File: src/logic/cbt_pkg.sv
// package for the 250 kbit/s bit timing block: timing constants, register map, carrier structs
package cbt_pkg;
  // ---------------------------------------------------------------
  // clock and bit timing
  // ---------------------------------------------------------------
  localparam int CLK_PERIOD_PS = 8000; // mclk_i period, 125 MHz
  localparam int TQ_PS = 250000; // time quantum, 250 ns
  localparam int TQ_CYCLES = TQ_PS / CLK_PERIOD_PS; // 31 whole clocks per quantum
  localparam int TQ_LONG_INDEX = 3; // quanta 3, 7, 11 and 15 of a bit get one clock more
  localparam int SYNC_TQ = 1; // synchronisation quantum
  localparam int PRE_SAMPLE_TQ = 12; // pre_sample_phase length
  localparam int POST_SAMPLE_TQ = 3; // post_sample_phase length
  localparam int RJW_TQ = 2; // resync_jump_width
  localparam int BIT_TQ = SYNC_TQ + PRE_SAMPLE_TQ + POST_SAMPLE_TQ; // 16 quanta
  localparam int BIT_PERIOD_PS = 4000000; // nominal bit time, 4 us
  localparam int BIT_CYCLES = BIT_PERIOD_PS / CLK_PERIOD_PS; // 500 clocks per bit
  localparam int SAMPLE_PCT = 80; // nominal sample point, percent of the bit
  localparam int SAMPLE_TOL_PCT = 3; // sample point tolerance, percent
  localparam int SAMPLE_MIN_CYCLES = BIT_CYCLES * (SAMPLE_PCT - SAMPLE_TOL_PCT) / 100; // earliest sample
  localparam int SAMPLE_MAX_CYCLES = BIT_CYCLES * (SAMPLE_PCT + SAMPLE_TOL_PCT) / 100; // latest sample
  localparam int AVAIL_MIN_PS = 2750000; // least available propagation time
  localparam int AVAIL_MIN_CYCLES = AVAIL_MIN_PS / CLK_PERIOD_PS; // same, in clocks
  localparam int AVAIL_PS = (SYNC_TQ + PRE_SAMPLE_TQ - RJW_TQ) * TQ_PS; // 11 quanta from bit start, 2.75 us
  // ---------------------------------------------------------------
  // register map (word aligned byte addresses)
  // ---------------------------------------------------------------
  localparam logic [3:0] REG_CTRL_ADDR = 4'h0; // control
  localparam logic [3:0] REG_STATUS_ADDR = 4'h4; // status
  localparam logic [3:0] REG_TXBIT_ADDR = 4'h8; // transmit level
  localparam logic [3:0] REG_BITCNT_ADDR = 4'hc; // sampled-bit counter
  localparam int CTRL_ENABLE_BIT = 0; // enable bit timing
  localparam int TX_DOMINANT_BIT = 0; // 1 = drive dominant
  localparam logic [31:0] CTRL_RESET = 32'h0000_0000; // control reset value
  localparam logic [31:0] UNMAPPED_DATA = 32'h0000_0000; // read data for unmapped address

  // bit phase states, one-hot
  typedef enum logic [2:0] {
    CBT_SYNC = 3'h1,
    CBT_PRE = 3'h2,
    CBT_POST = 3'h4
  } cbt_phase_t;

  // avalon request carrier
  typedef struct packed {
    logic read;
    logic write;
    logic [3:0] address;
    logic [31:0] writedata;
  } cbt_av_req_t;

  // avalon answer carrier
  typedef struct packed {
    logic waitrequest;
    logic [31:0] readdata;
  } cbt_av_rsp_t;
endpackage

File: src/logic/cbt_bit_timing.sv
// bit timing, sampling and wired-dominant bus logic for a 250 kbit/s node
// ---------------------------------------------------------------
// Functional notes
// [RULE_01] nominal bit period four microseconds, 250 kbit/s
// [RULE_02] bit period within 3.998 to 4.002 us
// [RULE_03] timing derived from crystal-accurate mclk_i
// [RULE_04] synchronise only on recessive-to-dominant edges
// [RULE_05] sample bus exactly once per bit
// [RULE_06] sample point at eighty percent of bit
// [RULE_07] 250 ns quantum, 12/3 phases, jump 2
// [RULE_08] propagation time is pre-sample minus jump width
// [RULE_09] any enabled transmitter makes bus dominant
// [RULE_10] release driver for recessive bits
// [RULE_11] comparator output gives single dominant/recessive bit
// [RULE_12] present recessive level while idle
// [RULE_13] sync, pre-sample, post-sample: sixteen quanta total
// ---------------------------------------------------------------
module cbt_bit_timing (
  input wire logic mclk_i, // 125 MHz crystal clock
  input wire logic reset_i, // synchronous active-high reset
  input wire cbt_pkg::cbt_av_req_t av_req_i, // avalon request
  output cbt_pkg::cbt_av_rsp_t av_rsp_o, // avalon answer
  input wire logic rx_dominant_i, // comparator output, 1 = dominant
  output logic tx_dominant_o, // 1 = transmitter on (dominant)
  output logic sample_o, // one-cycle pulse at sample point
  output logic rx_bit_o // last sampled bit, 1 = dominant
);
  // ---------------------------------------------------------------
  // declarations
  // ---------------------------------------------------------------
  logic enable_reg; // bit timing enabled
  logic tx_dom_reg; // software's transmit level
  logic [15:0] bitcnt_reg; // sampled bits since enable
  logic [4:0] tq_cnt_reg; // cycles inside current quantum
  logic [4:0] seg_cnt_reg; // quanta inside current phase
  logic [4:0] post_len_reg; // post-sample length after resync
  logic [4:0] pre_len_reg; // pre-sample length after resync
  cbt_pkg::cbt_phase_t phase_reg; // current bit phase
  logic rx_prev_reg; // bus level one cycle ago
  logic synced_reg; // edge already used in this bit
  logic sample_reg; // sample strobe
  logic rx_bit_reg; // sampled level
  logic ack_reg; // waitrequest low one cycle
  logic [31:0] rdata_reg; // read data
  logic tx_out_reg; // registered driver output
  logic tq_end; // last cycle of a quantum
  logic fall_edge; // recessive-to-dominant edge
  logic av_access; // request pending and not answered
  logic [4:0] tq_index; // quantum number inside the bit
  logic tq_long; // this quantum runs one clock longer
  logic new_bit; // first cycle of a bit opened by the sequencer
  cbt_pkg::cbt_phase_t phase_prev_reg; // phase one cycle ago, check helper
  logic [9:0] bit_len_reg; // clocks since the bit began, check helper
  logic bit_moved_reg; // an edge may have moved this bit, check helper
  logic bit_full_reg; // one whole bit measured since enable

  // decodes one register address
  function automatic logic addr_is(input logic [3:0] a, input logic [3:0] ref_a);
    addr_is = (a == ref_a);
  endfunction

  // ---------------------------------------------------------------
  // fractional quantum: 31.25 clocks on average
  // ---------------------------------------------------------------
  // 250 ns is no whole number of 8 ns clocks, so every fourth quantum of a bit
  // runs one clock longer; sixteen quanta then last exactly 500 clocks, 4 us
  assign tq_index = (phase_reg == cbt_pkg::CBT_PRE) ? seg_cnt_reg + 5'(cbt_pkg::SYNC_TQ)
    : (phase_reg == cbt_pkg::CBT_POST) ? seg_cnt_reg + 5'(cbt_pkg::SYNC_TQ + cbt_pkg::PRE_SAMPLE_TQ) : 5'h00;
  assign tq_long = (tq_index[1:0] == 2'(cbt_pkg::TQ_LONG_INDEX)); // [RULE_02]

  // long quantum ends one count later; the average stays at 250 ns
  assign tq_end = (tq_cnt_reg == (tq_long ? 5'(cbt_pkg::TQ_CYCLES) : 5'(cbt_pkg::TQ_CYCLES - 1))); // [RULE_02] [RULE_07]
  assign fall_edge = rx_dominant_i && !rx_prev_reg; // [RULE_04] [RULE_11]
  assign av_access = (av_req_i.read || av_req_i.write) && !ack_reg;

  // ---------------------------------------------------------------
  // avalon slave: one wait cycle, answer on the second edge
  // ---------------------------------------------------------------
  // ack pulses for a single cycle so each request completes exactly once
  always_ff @(posedge mclk_i) begin
    if (reset_i) begin
      ack_reg <= 1'b0;
    end else begin
      ack_reg <= av_access;
    end
  end

  // register writes take effect at the accepting edge
  always_ff @(posedge mclk_i) begin
    if (reset_i) begin
      enable_reg <= cbt_pkg::CTRL_RESET[cbt_pkg::CTRL_ENABLE_BIT];
      tx_dom_reg <= 1'b0; // [RULE_12]
    end else if (av_req_i.write && ack_reg) begin
      if (addr_is(av_req_i.address, cbt_pkg::REG_CTRL_ADDR)) begin
        enable_reg <= av_req_i.writedata[cbt_pkg::CTRL_ENABLE_BIT];
      end else if (addr_is(av_req_i.address, cbt_pkg::REG_TXBIT_ADDR)) begin
        tx_dom_reg <= av_req_i.writedata[cbt_pkg::TX_DOMINANT_BIT];
      end
    end
  end

  // read data prepared in the wait cycle, valid while waitrequest is low
  always_ff @(posedge mclk_i) begin
    if (reset_i) begin
      rdata_reg <= 32'h0000_0000;
    end else if (av_access) begin
      if (addr_is(av_req_i.address, cbt_pkg::REG_CTRL_ADDR)) begin
        rdata_reg <= {31'h0000_0000, enable_reg};
      end else if (addr_is(av_req_i.address, cbt_pkg::REG_STATUS_ADDR)) begin
        rdata_reg <= {28'h000_0000, phase_reg, rx_bit_reg};
      end else if (addr_is(av_req_i.address, cbt_pkg::REG_TXBIT_ADDR)) begin
        rdata_reg <= {31'h0000_0000, tx_dom_reg};
      end else if (addr_is(av_req_i.address, cbt_pkg::REG_BITCNT_ADDR)) begin
        rdata_reg <= {16'h0000, bitcnt_reg};
      end else begin
        rdata_reg <= cbt_pkg::UNMAPPED_DATA; // unmapped reads zero
      end
    end
  end

  assign av_rsp_o.waitrequest = !ack_reg;
  assign av_rsp_o.readdata = rdata_reg;

  // ---------------------------------------------------------------
  // bus edge history
  // ---------------------------------------------------------------
  // comparator level is already synchronous, one register gives the edge
  always_ff @(posedge mclk_i) begin
    if (reset_i) begin
      rx_prev_reg <= 1'b0;
    end else begin
      rx_prev_reg <= rx_dominant_i;
    end
  end

  // ---------------------------------------------------------------
  // quantum prescaler, from the crystal clock
  // ---------------------------------------------------------------
  // counts 31 clocks, or 32 in a long quantum; an unused edge outside the pre-sample phase restarts it,
  // a dominant-to-recessive edge never does
  always_ff @(posedge mclk_i) begin
    if (reset_i || !enable_reg) begin
      tq_cnt_reg <= 5'h00;
    end else if (tq_end || (fall_edge && phase_reg != cbt_pkg::CBT_PRE && !synced_reg)) begin
      tq_cnt_reg <= 5'h00; // [RULE_03] [RULE_04]
    end else begin
      tq_cnt_reg <= tq_cnt_reg + 5'h01;
    end
  end

  // ---------------------------------------------------------------
  // phase sequencer with hard and soft synchronisation
  // ---------------------------------------------------------------
  // only recessive-to-dominant edges restart or stretch the bit
  always_ff @(posedge mclk_i) begin
    if (reset_i || !enable_reg) begin
      phase_reg <= cbt_pkg::CBT_SYNC;
      seg_cnt_reg <= 5'h00;
      synced_reg <= 1'b0;
      pre_len_reg <= 5'(cbt_pkg::PRE_SAMPLE_TQ);
      post_len_reg <= 5'(cbt_pkg::POST_SAMPLE_TQ);
    end else if (fall_edge && !synced_reg && phase_reg == cbt_pkg::CBT_POST) begin
      // early edge in post phase: shorten, bounded by the jump width
      synced_reg <= 1'b1; // [RULE_04]
      if (5'(cbt_pkg::POST_SAMPLE_TQ) - seg_cnt_reg <= 5'(cbt_pkg::RJW_TQ)) begin
        phase_reg <= cbt_pkg::CBT_PRE; // [RULE_13]
        seg_cnt_reg <= 5'h00;
        pre_len_reg <= 5'(cbt_pkg::PRE_SAMPLE_TQ);
      end else begin
        post_len_reg <= seg_cnt_reg + 5'(cbt_pkg::POST_SAMPLE_TQ) - 5'(cbt_pkg::RJW_TQ);
      end
    end else if (fall_edge && !synced_reg && phase_reg == cbt_pkg::CBT_PRE) begin
      // late edge: lengthen pre phase by at most the jump width
      synced_reg <= 1'b1; // [RULE_04] [RULE_08]
      pre_len_reg <= 5'(cbt_pkg::PRE_SAMPLE_TQ)
        + ((seg_cnt_reg < 5'(cbt_pkg::RJW_TQ)) ? seg_cnt_reg + 5'h01 : 5'(cbt_pkg::RJW_TQ));
    end else if (tq_end) begin
      case (phase_reg)
        cbt_pkg::CBT_SYNC: begin
          phase_reg <= cbt_pkg::CBT_PRE; // [RULE_13]
          seg_cnt_reg <= 5'h00;
          synced_reg <= 1'b0;
        end
        cbt_pkg::CBT_PRE: begin
          if (seg_cnt_reg == pre_len_reg - 5'h01) begin
            phase_reg <= cbt_pkg::CBT_POST; // [RULE_06] [RULE_13]
            seg_cnt_reg <= 5'h00;
            pre_len_reg <= 5'(cbt_pkg::PRE_SAMPLE_TQ);
          end else begin
            seg_cnt_reg <= seg_cnt_reg + 5'h01;
          end
        end
        cbt_pkg::CBT_POST: begin
          if (seg_cnt_reg == post_len_reg - 5'h01) begin
            phase_reg <= cbt_pkg::CBT_SYNC; // [RULE_01] [RULE_13]
            seg_cnt_reg <= 5'h00;
            post_len_reg <= 5'(cbt_pkg::POST_SAMPLE_TQ);
            synced_reg <= 1'b0;
          end else begin
            seg_cnt_reg <= seg_cnt_reg + 5'h01;
          end
        end
        default: begin
          phase_reg <= cbt_pkg::CBT_SYNC;
          seg_cnt_reg <= 5'h00;
        end
      endcase
    end
  end

  // ---------------------------------------------------------------
  // single sample point at the end of the pre-sample phase
  // ---------------------------------------------------------------
  // one sample per bit; no majority vote, so no extra filter delay
  always_ff @(posedge mclk_i) begin
    if (reset_i || !enable_reg) begin
      sample_reg <= 1'b0;
      rx_bit_reg <= 1'b0;
      bitcnt_reg <= 16'h0000;
    end else if (tq_end && phase_reg == cbt_pkg::CBT_PRE && seg_cnt_reg == pre_len_reg - 5'h01) begin
      sample_reg <= 1'b1; // [RULE_05] [RULE_06]
      rx_bit_reg <= rx_dominant_i; // [RULE_11]
      bitcnt_reg <= bitcnt_reg + 16'h0001;
    end else begin
      sample_reg <= 1'b0;
    end
  end

  // ---------------------------------------------------------------
  // transmitter: on only for dominant, released otherwise
  // ---------------------------------------------------------------
  // the bus wires dominant over recessive, so recessive means switched off
  always_ff @(posedge mclk_i) begin
    if (reset_i) begin
      tx_out_reg <= 1'b0; // [RULE_12]
    end else begin
      tx_out_reg <= enable_reg && tx_dom_reg; // [RULE_09] [RULE_10] [RULE_12]
    end
  end

  assign tx_dominant_o = tx_out_reg;
  assign sample_o = sample_reg;
  assign rx_bit_o = rx_bit_reg;

  // ---------------------------------------------------------------
  // check helpers: bit length measured between bit starts
  // ---------------------------------------------------------------
  assign new_bit = (phase_reg == cbt_pkg::CBT_SYNC) && (phase_prev_reg == cbt_pkg::CBT_POST);

  // previous phase marks the post-to-sync step that opens a bit
  always_ff @(posedge mclk_i) begin
    if (reset_i || !enable_reg) begin
      phase_prev_reg <= cbt_pkg::CBT_SYNC;
    end else begin
      phase_prev_reg <= phase_reg;
    end
  end

  // clocks since the bit began, held at its top so it never wraps
  always_ff @(posedge mclk_i) begin
    if (reset_i || !enable_reg) begin
      bit_len_reg <= 10'h000;
    end else if (new_bit) begin
      bit_len_reg <= 10'h001;
    end else if (bit_len_reg != 10'h3ff) begin
      bit_len_reg <= bit_len_reg + 10'h001;
    end
  end

  // any recessive-to-dominant edge marks the bit; conservative, ignored edges count too
  always_ff @(posedge mclk_i) begin
    if (reset_i || !enable_reg) begin
      bit_moved_reg <= 1'b0;
      bit_full_reg <= 1'b0;
    end else if (new_bit) begin
      bit_moved_reg <= fall_edge;
      bit_full_reg <= 1'b1;
    end else if (fall_edge) begin
      bit_moved_reg <= 1'b1;
    end
  end
endmodule // cbt_bit_timing

File: config.mk
export PLATFORM = sky130hd
export DESIGN_NAME = cbt_bit_timing
export DESIGN_NICKNAME = d
export VERILOG_FILES = /design/src/logic/cbt_pkg.sv /design/src/logic/cbt_bit_timing.sv
export SDC_FILE = /design/constraint.sdc
export NUM_CORES = 1
export LEC_CHECK = 0
export BUFFER_PORTS_ARGS = -buffer_cell sky130_fd_sc_hd__buf_2
export CORE_MARGIN = 3
export CORE_UTILIZATION = 45
export DETAILED_ROUTE_END_ITERATION = 10
export PLACE_DENSITY = 0.68
export SLEW_MARGIN = 20
export SYNTH_ARGS = -nofsm -noshare
export SYNTH_HDL_FRONTEND = slang
export SYNTH_SLANG_ARGS = --single-unit
File: constraint.sdc
create_clock -name mclk_i -period 3.75 [get_ports mclk_i]
set_input_delay 0.375 -clock mclk_i [delete_from_list [all_inputs] [get_ports mclk_i]]
set_output_delay 0.375 -clock mclk_i [all_outputs]
set_load 0.01 [all_outputs]
# After elaboration in Yosys (flattened, before gate mapping)
# Index checks and enable logic that the tools add are counted.
[word_totals]
ff_bits = 79
input_bits = 41
output_inout_bits = 36
elab_cells = 119
[classes]
addsub = 10
n_lt_le_gt_ge = 2
n_eq_ne = 17
muxes = 40
bitwise_logic = 1
n_reduce_logical = 34
[op_table]
columns = ["operator", "count"]
rows = [
  ["5-bit two-way mux", 19],
  ["16-bit two-way mux", 4],
  ["3-bit two-way mux", 6],
  ["16-bit by 1-bit adder with 16-bit output, second input constant", 1],
  ["5-bit equality test", 3],
  ["1-bit logical AND", 11],
  ["5-bit by 1-bit adder with 5-bit output, second input constant", 2],
  ["5-bit one-hot mux with 2 select lines", 1],
  ["5-bit AND reduction", 2],
  ["5-bit by 1-bit subtractor with 5-bit output, second input constant", 2],
  ["3-bit one-hot mux with 3 select lines", 1],
  ["3-bit AND reduction", 3],
  ["3-bit nonzero test", 3],
  ["4-bit equality test, second input constant", 2],
  ["1-bit two-way mux", 6],
  ["3-bit by 1-bit inequality test with 1-bit output, second input constant", 2],
  ["2-bit nonzero test", 3],
  ["4-bit by 5-bit adder with 5-bit output, first input constant", 1],
  ["5-bit by 2-bit adder with 5-bit output, second input constant", 1],
  ["5-bit by 2-bit <= comparator with 1-bit output, second input constant", 1],
  ["5-bit by 2-bit less-than comparator with 1-bit output, second input constant", 1],
  ["2-bit by 5-bit subtractor with 5-bit output, first input constant", 1],
  ["5-bit by 2-bit subtractor with 5-bit output, second input constant", 1],
  ["4-bit by 3-bit equality test with 1-bit output, second input constant", 1],
  ["other kinds (19)", 26],
]

# Longest topological paths before layout
# Gate-level depths: netlist (run 1).
[depth]
word_depth = 9
mapped_depth = 10

# Worst setup path after synthesis (run 1)
# Ideal clock, no wire load.
[synth_path]
path_kind = "register to register"
startpoint = "register seg_cnt_reg[2]"
endpoint = "register phase_reg[1]"
setup_time_ps = 70
t_arrival_ps = 2291
required_ps = 3680
slack_ps = 1389
path_stages_with_launch = 10
path_buffers = 2
path_cell_list = "dfxtp_1 > buf_4 > clkinv_1 > ha_1 > nor4_1 > nand4_1 > and2_1 > buf_2 > or4_1 > a21oi_1"
[synth_via]
elab_chain_cells = 4
elab_cells_between_ends = 8
cone_classes = "add/sub (1); order compare (1); eq/ne (5); reduce/logical (1)"
[synth_lines]
columns = ["item", "line", "rtl"]
rows = [
  ["start, declared", "cbt_bit_timing.sv:35", "logic [4:0] seg_cnt_reg;"],
  ["start signal, assigned", "cbt_bit_timing.sv:190", "seg_cnt_reg <= seg_cnt_reg + 5'h01;"],
  ["start signal, assigned", "cbt_bit_timing.sv:200", "seg_cnt_reg <= seg_cnt_reg + 5'h01;"],
  ["2-bit by 5-bit subtractor with 5-bit output", "cbt_bit_timing.sv:165", "if (5'(cbt_pkg::POST_SAMPLE_TQ) - seg_cnt_reg <= 5'(cbt_pkg::RJW_TQ)) begin"],
  ["5-bit by 2-bit <= comparator with 1-bit output", "cbt_bit_timing.sv:165", ""],
  ["2-bit by 1-bit inequality test with 1-bit output (no source line)", "--", ""],
  ["5-bit AND reduction (no source line) *", "--", ""],
  ["end signal, assigned", "cbt_bit_timing.sv:166", "phase_reg <= cbt_pkg::CBT_PRE;"],
  ["end signal, assigned", "cbt_bit_timing.sv:180", "phase_reg <= cbt_pkg::CBT_PRE;"],
  ["end signal, assigned", "cbt_bit_timing.sv:186", "phase_reg <= cbt_pkg::CBT_POST;"],
  ["end, declared", "cbt_bit_timing.sv:38", "cbt_pkg::cbt_phase_t phase_reg;"],
]
# Every way passes the cells marked *; elsewhere a longest branch is shown, timed or not.
# A chain may end at the register's enable or synchronous reset.

# Worst setup path in the final report (run 1)
# Ends and elaborated chain as after synthesis.

==> summary.md, run 1 <==
| Metric | Value |
|---|---|
| CP peak stage delay | 600 ps |
| CTS Root Cell | clkbuf_8 |
| Mapped Cells | just under 400 |
| Share of cells above drive strength 1 | about 16% |
| CTS tree | built |
| Bufs on Longest Clock Path | 2 |
| I/O pins | a little under 80 |
| Worst-skew pair later-pin latency | ~350 ps |
| CP Depth | 7 |
| Crit path buffers/inverters | 1 |
| Post-cts resize count | 0 |
| WS Path Type | reg -> reg |
| Grt total ovfl | 0 |
| Via-to-Cell Ratio | around 5.4 |
| Outcome | complete, no violations |
| Crit path cell chain | clkinv_1 > ha_1 > nor4_1 > nand4_1 > and2_1 > or4_1 > a21oi_1 |
| Crit Path Max Fanout | 12 |
| Reg2Reg Depth | 7 |
| Tot GR Track Use | a little under a fifth |
| Slew margin rel. | 45.8% |
| Initial antenna violation count | 0 |
| Hold WS | ~300 ps |
| Worst Setup End Kind | register |
| Vias | ~2800 |
| Worst Setup Start Kind | register |
| Min-Delay Path Depth | 3 |
| Tcrit/Tclk final | about three quarters |
| Routability congestion estimate from global placement | about 0.84 |
| Area of the core | roughly 0.0070 mm² |
| Initial DRC count | between 150 and 200 |
| Die area | about 0.0086 mm² |
| Initial Util | 48.0% |
| Slew Viols, Final | 0 |
| Fill cells | just under 700 |
| Post-Syn Area per Cell | ~8.5 µm² |
| Average wire per standard cell | 14.0 µm |
| Post-synth EDFFs | 0 |
| Min-Delay Path Class | in -> reg |
| Commonest register cell after synthesis | dfxtp_1 |
| CTS buffer count | 9 |
| Fin crit period | about 2900 ps |
| Highest clock rate | 350 MHz |
| Ant diodes | 0 |
| First-pass GRT wire length | 12600 µm |
| Worst Tran Pin Value | between 800 and 900 ps |
| Post-CTS Setup Inserts | 0 |
| Largest net degree at the start of global routing | 23 |
| Clock transition at path regs | about 70 ps |
| Power Dens Cells | ~380 mW/mm² |
| Drt drc | 0 |
| Sequential share of the synthesized area | 37.4% |
| Peak VDD IR | 169 µV |
| Async set-or-reset flop fraction in the synthesized netlist | 0% |
| Nets | ~470 |
| Setup TNS Final | 0 ps |
| Die Y | ~90 µm |
| Synth Cell Area | ~0.0034 mm² |
| Total leakage power | roughly 0.0014 µW |
| Max_cap viols | 0 |
| Port buffer count | 29 |
| Final setup skew | 11.0 ps |
| Crit-path slowest cell | dfxtp_1 |
| DRT Wirelength | roughly 7300 µm |
| Final hold violation count | 0 |
| Crit path DAT | 3120 ps |
| Detailed Routing Iterations Pass 1 | 4 |
| Cts hold-fix bufs | 0 |
| WP data required | 4010 ps |
| Row Count | 30 |
| Post-DP HPWL | about 5100 µm |
| Area Growth Syn to Fin | 11.3% |
| Die W | 92.5 µm |
| RSZ-0062 raised after global routing | no |
| Yosys warning count | 0 |
| Distinct cells, synth | 61 |
| Final setup violation count | 0 |
| Sink Count | between 60 and 70 |
| Largest delay share family, worst path | simple AND/OR/NAND/NOR gates |
| H-tree Lvls | 3 |
| Post-DRT Antenna Nets | 0 |
| Vias in the first global route | roughly 2700 |
| FF+latch count, synth | 63 |
## cell usage after synthesis, types with 7 or more instances
master	count	area share, %
dfxtp_1	63	37
nor2_1	55	6.1
nand2_1	28	3.1
a21oi_1	25	3.7
buf_4	18	4.0
a22oi_1	17	3.8
xnor2_1	17	4.4
nand3_1	12	1.8
nor3_1	12	1.8
clkbuf_1	11	1.2
inv_1	10	1.1
xor2_1	10	2.6
mux2i_1	9	2.7
ha_1	8	3.0
nand2b_1	7	1.3
nand4_1	7	1.3
o21ai_0	7	1.0
## stage by stage
stage / util [%] / instances / setup slack, ps / total power, µW / area [µm²]
global placement: 49.9 / 507 / 971 / 725 / 3500
detailed placement: 49.9 / 507 / 944 / 726 / 3500
CTS: 53.4 / 523 / 910 / 1450 / 3750
floorplan: - / 413 / 1390 / 725 / 3420
global route: 53.4 / 523 / 581 / 1480 / 3750
finish: 53.4 / 523 / 892 / 1440 / 3750
## layout make-up
class | instances | area (µm²) | area share, %
Multi-Input combinational cell | 303 | 1900 | 50.6
Sequential cell | 63 | 1260 | 33.6
Timing Repair Buffer | 34 | 183 | 4.87
Clock buffer | 9 | 124 | 3.30
Clock inverter | 7 | 121 | 3.24
Tap cell | 96 | 120 | 3.20
Inverter | 11 | 41.3 | 1.10
## cells in the final DEF (no fill, tap or decap), types with 4 or more instances in the layout
cell,n
buf_2,29
mux2i_1,9
ha_1,8
buf_4,5
conb_1,17
dfxtp_1,63
nand3_1,12
nand2_1,28
nor2_1,55
a22oi_1,17
nand4_1,7
nor2b_1,4
a21oi_1,25
o21ai_0,7
clkbuf_8,9
nand2b_1,7
xnor2_1,17
xor2_1,10
inv_1,10
nor3_1,12
and3_1,6
## layer usage
metal	part of all wire, %	track usage, %	vias up	wire length, µm
li1	-	-	1414	-
met1	48	24.0	1312	3540
met2	44	28.0	74	3200
met3	5.4	3.57	15	396
met4	2.3	9.03	0	167
met5	0	0	-	0
## where the power goes
group	switching [µW]	total [µW]	internal (µW)
Clock	281	724	443
Sequential	0.879	671	670
Combinational	28.6	39.8	11.2
## worst min-delay path, cell delays in order
cell and delay (ps):
buf_2 90, mux2i_1 60, nor2_1 70
## final timing paths
kind	endpoint	from	slack [ps]
max reg2reg	phase_reg[1]	seg_cnt_reg[2]	890
max	phase_reg[1]	seg_cnt_reg[2]	890
min reg2reg	rdata_reg[0]	rdata_reg[0]	450
min	enable_reg	av_req_i[0]	290
## logic make-up (layout without fill, tap and decap cells)
kind of cell,after synthesis,after routing,synth area share (%)
compound gates,80,80,16.1
xor+xnor,28,28,7.50
fa+ha+maj,8,8,2.97
other cells,2,17,0.223
mux,12,12,4.01
flops,63,63,37.4
simple gates,158,158,23.8
buf+inv,47,61,7.88
(Power assumes the default switching activity.)
==> inputs of run 2 (changes only) <==
--- a/config.mk
+++ b/config.mk
@@ -5,11 +5,12 @@
 export SDC_FILE = /design/constraint.sdc
 export NUM_CORES = 1
 export LEC_CHECK = 0
+export ABC_AREA = 1
 export BUFFER_PORTS_ARGS = -buffer_cell sky130_fd_sc_hd__buf_2
 export CORE_MARGIN = 3
 export CORE_UTILIZATION = 45
 export DETAILED_ROUTE_END_ITERATION = 10
-export PLACE_DENSITY = 0.68
+export PLACE_DENSITY = 0.71
 export SLEW_MARGIN = 20
 export SYNTH_ARGS = -nofsm -noshare
 export SYNTH_HDL_FRONTEND = slang
==> constraint.sdc (replaced) <==
create_clock -name mclk_i -period 2.55 [get_ports mclk_i]
set_input_delay 0.255 -clock mclk_i [delete_from_list [all_inputs] [get_ports mclk_i]]
set_output_delay 0.255 -clock mclk_i [all_outputs]
set_load 0.01 [all_outputs]
==> run 2 against run 1 <==
Global-route usage fell by 0.18 points. Via count is 13% higher. Largest cell class unchanged. Cell count rose by 25%. Register-to-register slack got worse by 420 ps.
==> summary.md, run 2 <==
| Metric | Value |
|---|---|
| Outcome | complete, no violations |
| Post-cts resize count | 0 (unchanged) |
| Die Y | 95.0 µm (+2.7%) |
| Async set-or-reset flop fraction in the synthesized netlist | 0% (unchanged) |
| Reg2Reg Depth | 11 (+4) |
| Crit-path slowest cell | dfxtp_1 |
| Yosys top cell area share | 35.4% (-2.1 points) |
| Average wire per standard cell | 11.3 µm (-19%) |
| WP data required | 2810 ps (-1200 ps) |
| Grt total ovfl | 0 (unchanged) |
| Sink Count | 63 (unchanged) |
| Final setup skew | 7.13 ps (-3.84 ps) |
| Most frequent cells after synthesis | 142 x nand2_1, 63 x dfxtp_1, 48 x nor2_1 |
| Die W | 95.0 µm (+2.7%) |
| Yosys warning count | 0 (unchanged) |
| Drt drc | 0 (unchanged) |
| Final hold violation count | 0 (unchanged) |
| H-tree Lvls | 3 (unchanged) |
| CTS tree | built |
| Tcrit/Tclk final | 81.5% (+5.3 points) |
| Reg2reg end | bitcnt_reg[15] |
| Via-to-Cell Ratio | 4.88 (-9.3%) |
| Worst Setup Start Kind | register |
| Slew margin rel. | 38.3% (-7.4 points) |
| Largest cells by area after synthesis | dfxtp_1 35%, nand2_1 15%, a21oi_1 5.5% |
| RSZ-0062 raised after global routing | no |
| Peak VDD IR | 277 µV (+64%) |
| Commonest non-fill, non-tap cell in the layout | nand2_1 |
| Total leakage power | 0.00163 µW (+18%) |
| Max_cap viols | 0 (unchanged) |
| Final WS setup | 471 ps (-421 ps) |
| Distinct cells, synth | 35 (-43%) |
| Most frequent cells in the layout | 142 x nand2_1, 63 x dfxtp_1, 48 x nor2_1 |
| Final setup violation count | 0 (unchanged) |
| First-pass GRT wire length | 12900 µm (+2.4%) |
| Initial Util | 47.6% (-0.35 points) |
| Initial antenna violation count | 0 (unchanged) |
| Port buffer count | 29 (unchanged) |
| Placed cell count | 636 (+25%) |
| Sequential share of the synthesized area | 35.4% (-2.1 points) |
| I/O pins | 77 (unchanged) |
| Detailed Routing Iterations Pass 1 | 5 (+1) |
| Fin util | 52.6% (-0.81 points) |
| Synth Cell Area | 0.00357 mm² (+5.9%) |
| Post-synth EDFFs | 0 (unchanged) |
| Worst-skew pair later-pin latency | 340 ps (about the same) |
| Bufs on Longest Clock Path | 2 (unchanged) |
| Row Count | 31 (+3.3%) |
| Die area | 0.00903 mm² (+5.5%) |
| Setup TNS Final | 0 ps (unchanged) |
| Fin crit period | 2080 ps (-779 ps) |
| Tot GR Track Use | 17.9% (-0.18 points) |
| Cell taking the most area after synthesis | dfxtp_1 |
| Reg2reg start | seg_cnt_reg[0] |
| Pre-CTS WS | 488 ps (-456 ps) |
| Critical Path End | bitcnt_reg[15] |
| CP peak stage delay | 410 ps (-190 ps) |
| Ant diodes | 0 (unchanged) |
| Total Power | 2080 µW (+45%) |
| Most instantiated library cell after synthesis | nand2_1 |
| Area Growth Syn to Fin | 10.4% |
| Worst Tran Pin Value | 924 ps (+111 ps) |
| DRT Wirelength | 7380 µm (+1.1%) |
| Routability congestion estimate from global placement | 0.878 (+4.3%) |
| CTS buffer count | 9 (unchanged) |
| FF+latch count, synth | 63 (unchanged) |
| Initial DRC count | 223 (+41%) |
| Cts hold-fix bufs | 0 (unchanged) |
| Clock transition at path regs | 80 ps (about the same) |
| Vias in the first global route | 2837 (+6.1%) |
| Min-Delay Path Class | in -> reg |
| Worst Setup End Kind | register |
| Final non-filler cell total | 652 (+25%) |
| Nets | 597 (+27%) |
| Slew Viols, Final | 0 (unchanged) |
| WS Path Type | reg -> reg |
| CTS Root Cell | clkbuf_8 |
| Highest clock rate | 481 MHz (+37%) |
| Reg2reg setup slack | 470 ps (-420 ps) |
| Commonest register cell after synthesis | dfxtp_1 |
| CP startpoint | seg_cnt_reg[0] |
| Post-DRT Antenna Nets | 0 (unchanged) |
| Crit Path Max Fanout | 14 (+2) |
| Post-CTS Setup Inserts | 0 (unchanged) |
| Power Dens Cells | 528 mW/mm² (+38%) |
| Post-DP HPWL | 5450 µm (+6.6%) |
| Largest net degree at the start of global routing | 29 (+26%) |
| Share of cells above drive strength 1 | 16.1% (-0.065 points) |
| Crit path DAT | 2340 ps (-780 ps) |
| Mapped Cells | 519 (+30%) |
| Post-Syn Area per Cell | 6.87 µm² (-19%) |
| Area of the core | 0.00749 mm² (+6.6%) |
| Vias | 3184 (+13%) |
| Crit path cell chain | ha_1 > inv_1 > nor2_2 > nand3_1 > nand2_1 > nand3_4 > nor2_2 > nand3_2 > clkinv_2 > nand2_1 > a21oi_1 |
run 2: cell types whose count changed after synthesis, sizes merged, moves of 9 or more:
cell / change
a22oi: -17
a21oi: +25
nand3: +27
nand2: +129
o21ai: +17
inv: +38
mux2i: -9
run 2: layout make-up:
cell class / count / area [µm²]
flip-flops and latches: 63 / 1260
clock inverters: 7 / 95.1
well taps: 99 / 124
multi-input cells: 392 / 1980
clock buffers: 9 / 124
repair buffers: 32 / 168
fillers: 720 / 3550
inverters: 50 / 189
run 2: critical path, delay by kind of cell, from the launching register on:
family	cells	cell delay, ps
adders and majority gates	1	380
and+or+nand+nor	7	760
AOI/OAI and AO/OA	1	140
buffers and inverters	2	290
DFF	1	410
run 2: how the worst min path moves through the flow:
stage	depth (start not counted)	end	slack (ps)	from
2_1_floorplan	1	rdata_reg[1]	320	reset_i
3_3_place_gp	2	tx_dominant_o	440	tx_dom_reg
3_5_place_dp	2	rdata_reg[3]	450	rdata_reg[3]
4_1_cts	2	rdata_reg[3]	150	reset_i
5_1_grt	2	rdata_reg[3]	180	reset_i
6_report	2	rdata_reg[3]	170	reset_i
run 2: stage by stage:
step	instance area [µm²]	hold slack (ps)
CTS	3940	150
global route	3940	175
detailed placement	3720	453
finish	3940	167
global placement	3720	444
floorplan	3620	324
run 2: power by group:
part	switching [µW]	internal, µW	total, µW	leakage (µW)
Combinational	64.3	29.6	94.0	0.00101
Sequential	7.72	1000	1010	0.000510
Clock	424	552	976	0.000110
run 2: kinds of logic after synthesis:
logic type	Yosys count	share of synthesized area (%)
other cells	2	0.211
compound gates	81	12.8
simple gates	264	32.6
xor+xnor	22	5.40
flops	63	35.4
buf+inv	79	10.8
fa+ha+maj	8	2.81
run 2: routing by layer:
layer  vias to the layer above  routed length [µm]  global-route usage, %
li1                       1690                   -                      -
met1                      1395                3610                   24.5
met2                        91                3180                   27.5
met3                         8                 499                   4.10
met4                         0                  97                   6.85
met5                         -                   0                      0
==> inputs of run 3 (changes only) <==
--- a/config.mk
+++ b/config.mk
@@ -10,7 +10,7 @@
 export CORE_MARGIN = 3
 export CORE_UTILIZATION = 45
 export DETAILED_ROUTE_END_ITERATION = 10
-export PLACE_DENSITY = 0.71
+export PLACE_DENSITY = 0.68
 export SLEW_MARGIN = 20
 export SYNTH_ARGS = -nofsm -noshare
 export SYNTH_HDL_FRONTEND = slang
==> constraint.sdc (replaced) <==
create_clock -name mclk_i -period 2.1 [get_ports mclk_i]
set_input_delay 0.21 -clock mclk_i [delete_from_list [all_inputs] [get_ports mclk_i]]
set_output_delay 0.21 -clock mclk_i [all_outputs]
set_load 0.01 [all_outputs]
==> run 3 against run 2 <==
Die area unchanged. Largest cell class unchanged. Register-to-register slack got worse by 280 ps. Flip-flop and latch count unchanged. Routed wire length increased by 2.1%. Largest power group unchanged.
==> summary.md, run 3 (synthesized netlist as in run 2, its figures left out) <==
| Metric | Value |
|---|---|
| Outcome | complete, no violations |
| Initial antenna violation count | 0 (unchanged) |
| Min-Delay Path Class | in -> reg |
| Vias | 3167 (-0.53%) |
| Routability congestion estimate from global placement | 0.890 (+1.4%) |
| Crit path buffers/inverters | 2 (unchanged) |
| Fin crit period | 1910 ps (-173 ps) |
| Row Count | 31 (unchanged) |
| Post-Layout Inst Area | 0.00398 mm² (+1.2%) |
| Total leakage power | 0.00164 µW (+0.88%) |
| Worst Tran Pin Value | 568 ps (-356 ps) |
| Fill cells | 725 (+0.69%) |
| Grt total ovfl | 0 (unchanged) |
| CTS Root Cell | clkbuf_8 |
| WP data required | 2370 ps (-440 ps) |
| Slew Viols, Final | 0 (unchanged) |
| Worst Setup End Kind | register |
| Final WS setup | 195 ps (-277 ps) |
| Clock transition at path regs | 80 ps (about the same) |
| Die Y | 95.0 µm (unchanged) |
| DRT Wirelength | 7540 µm (+2.1%) |
| Ant diodes | 0 (unchanged) |
| Post-DRT Antenna Nets | 0 (unchanged) |
| Post-DP HPWL | 5650 µm (+3.8%) |
| Setup TNS Final | 0 ps (unchanged) |
| Sink Count | 63 (unchanged) |
| Area Growth Syn to Fin | 11.7% |
| Drt drc | 0 (unchanged) |
| Detailed Routing Iterations Pass 1 | 5 (unchanged) |
| Reg2reg start | seg_cnt_reg[0] |
| Slew margin rel. | 61.9% (+24 points) |
| CTS tree | built |
| Post-CTS Setup Inserts | 0 (unchanged) |
| Initial DRC count | 179 (-20%) |
| Power Dens Cells | 601 mW/mm² (+14%) |
| H-tree Lvls | 3 (unchanged) |
| Average wire per standard cell | 11.5 µm (+1.1%) |
| Via-to-Cell Ratio | 4.81 (-1.4%) |
| Max_cap viols | 0 (unchanged) |
| Reg2reg setup slack | 190 ps (-280 ps) |
| Area of the core | 0.00749 mm² (unchanged) |
| Largest delay share family, worst path | simple AND/OR/NAND/NOR gates |
| HP Start | reset_i |
| Crit path cell chain | ha_1 > inv_1 > nor2_2 > nand3_1 > nand2_1 > nand3_4 > nor2_2 > nand3_2 > clkinv_2 > nand2_1 > a21oi_1 |
| Port buffer count | 29 (unchanged) |
| Pre-CTS WS | 161 ps (-327 ps) |
| Highest clock rate | 525 MHz (+9.1%) |
| I/O pins | 77 (unchanged) |
| WS Path Type | reg -> reg |
| Bufs on Longest Clock Path | 2 (unchanged) |
| Most frequent cells in the layout | 140 x nand2_1, 63 x dfxtp_1, 46 x nor2_1 |
| Tcrit/Tclk final | 90.7% (+9.2 points) |
| Area post-placement | 0.00376 mm² (+1.2%) |
| Worst Setup Start Kind | register |
| Die W | 95.0 µm (unchanged) |
| Worst-skew pair later-pin latency | 340 ps (about the same) |
| Final hold violation count | 0 (unchanged) |
| Vias in the first global route | 2869 (+1.1%) |
| Crit Path Max Fanout | 14 (unchanged) |
| Nets | 603 (+1.0%) |
| Die area | 0.00903 mm² (unchanged) |
| Cts hold-fix bufs | 0 (unchanged) |
| Crit-path slowest cell | dfxtp_1 |
| Peak VDD IR | 263 µV (-5.1%) |
| Final non-filler cell total | 658 (+0.92%) |
| CTS buffer count | 9 (unchanged) |
| CP startpoint | seg_cnt_reg[0] |
| Post-cts resize count | 0 (unchanged) |
| Final setup skew | 9.36 ps (+2.23 ps) |
| Final setup violation count | 0 (unchanged) |
| Placed cell count | 642 (+0.94%) |
| Share of cells above drive strength 1 | 18.1% (+2.0 points) |
| Tot GR Track Use | 17.7% (-0.25 points) |
| Initial Util | 47.6% (unchanged) |
| Largest net degree at the start of global routing | 29 (unchanged) |
| CP peak stage delay | 330 ps (-80 ps) |
| Commonest non-fill, non-tap cell in the layout | nand2_1 |
| Hold WS | 122 ps (-44.6 ps) |
| First-pass GRT wire length | 12700 µm (-1.1%) |
| Crit path DAT | 2170 ps (-170 ps) |
run 3: changes by cell type in the layout (fill, tap and decap cells not counted), moves of 2 or more:
cell / before / now
buf_4: 3 / 9
clkinvlp_4: 1 / 3
nand2_1: 142 / 140
nand2_2: 14 / 16
nand3_1: 35 / 33
nand3_2: 3 / 5
nor2_1: 48 / 46
run 3: final cells by class:
cell class	count	area (µm²)	area share, %
well taps	99	124	3.11
clock buffers	9	124	3.11
repair buffers	38	213	5.34
multi-input cells	392	2000	50.3
inverters	50	189	4.74
clock inverters	7	71.3	1.79
flip-flops and latches	63	1260	31.7
run 3: routing by layer:
layer | GRT usage, % | up-vias | share of wire (%)
met5 | 0 | - | 0
met4 | 5.77 | 0 | 0.52
met3 | 3.79 | 2 | 4.2
met1 | 24.2 | 1401 | 50
li1 | - | 1700 | -
met2 | 27.7 | 64 | 46
run 3: worst reg2reg max path: stages, from the launching register on:
cell and delay, ps:
dfxtp_1 330, ha_1 320, inv_1 70, nor2_2 130
nand3_1 90, nand2_1 100, nand3_4 130, nor2_2 130
nand3_2 90, clkinv_2 230, nand2_1 90, a21oi_1 120
run 3: worst paths after layout:
check | end | cells after the start
max reg2reg | bitcnt_reg[0] | 11
min reg2reg | tx_dominant_o | 2
max | bitcnt_reg[0] | 11
min | rdata_reg[3] | 2
run 3: per-stage QoR:
step	util, %	power [µW]
CTS	52.9	2420
finish	53.2	2390
floorplan	-	1350
global route	53.2	2490
detailed placement	50.3	1370
global placement	50.3	1360
run 3: power breakdown:
part           switching [µW]  internal (µW)
Clock                     507            547
Combinational            77.9           36.8
Sequential               8.73           1210
Total                     593           1800
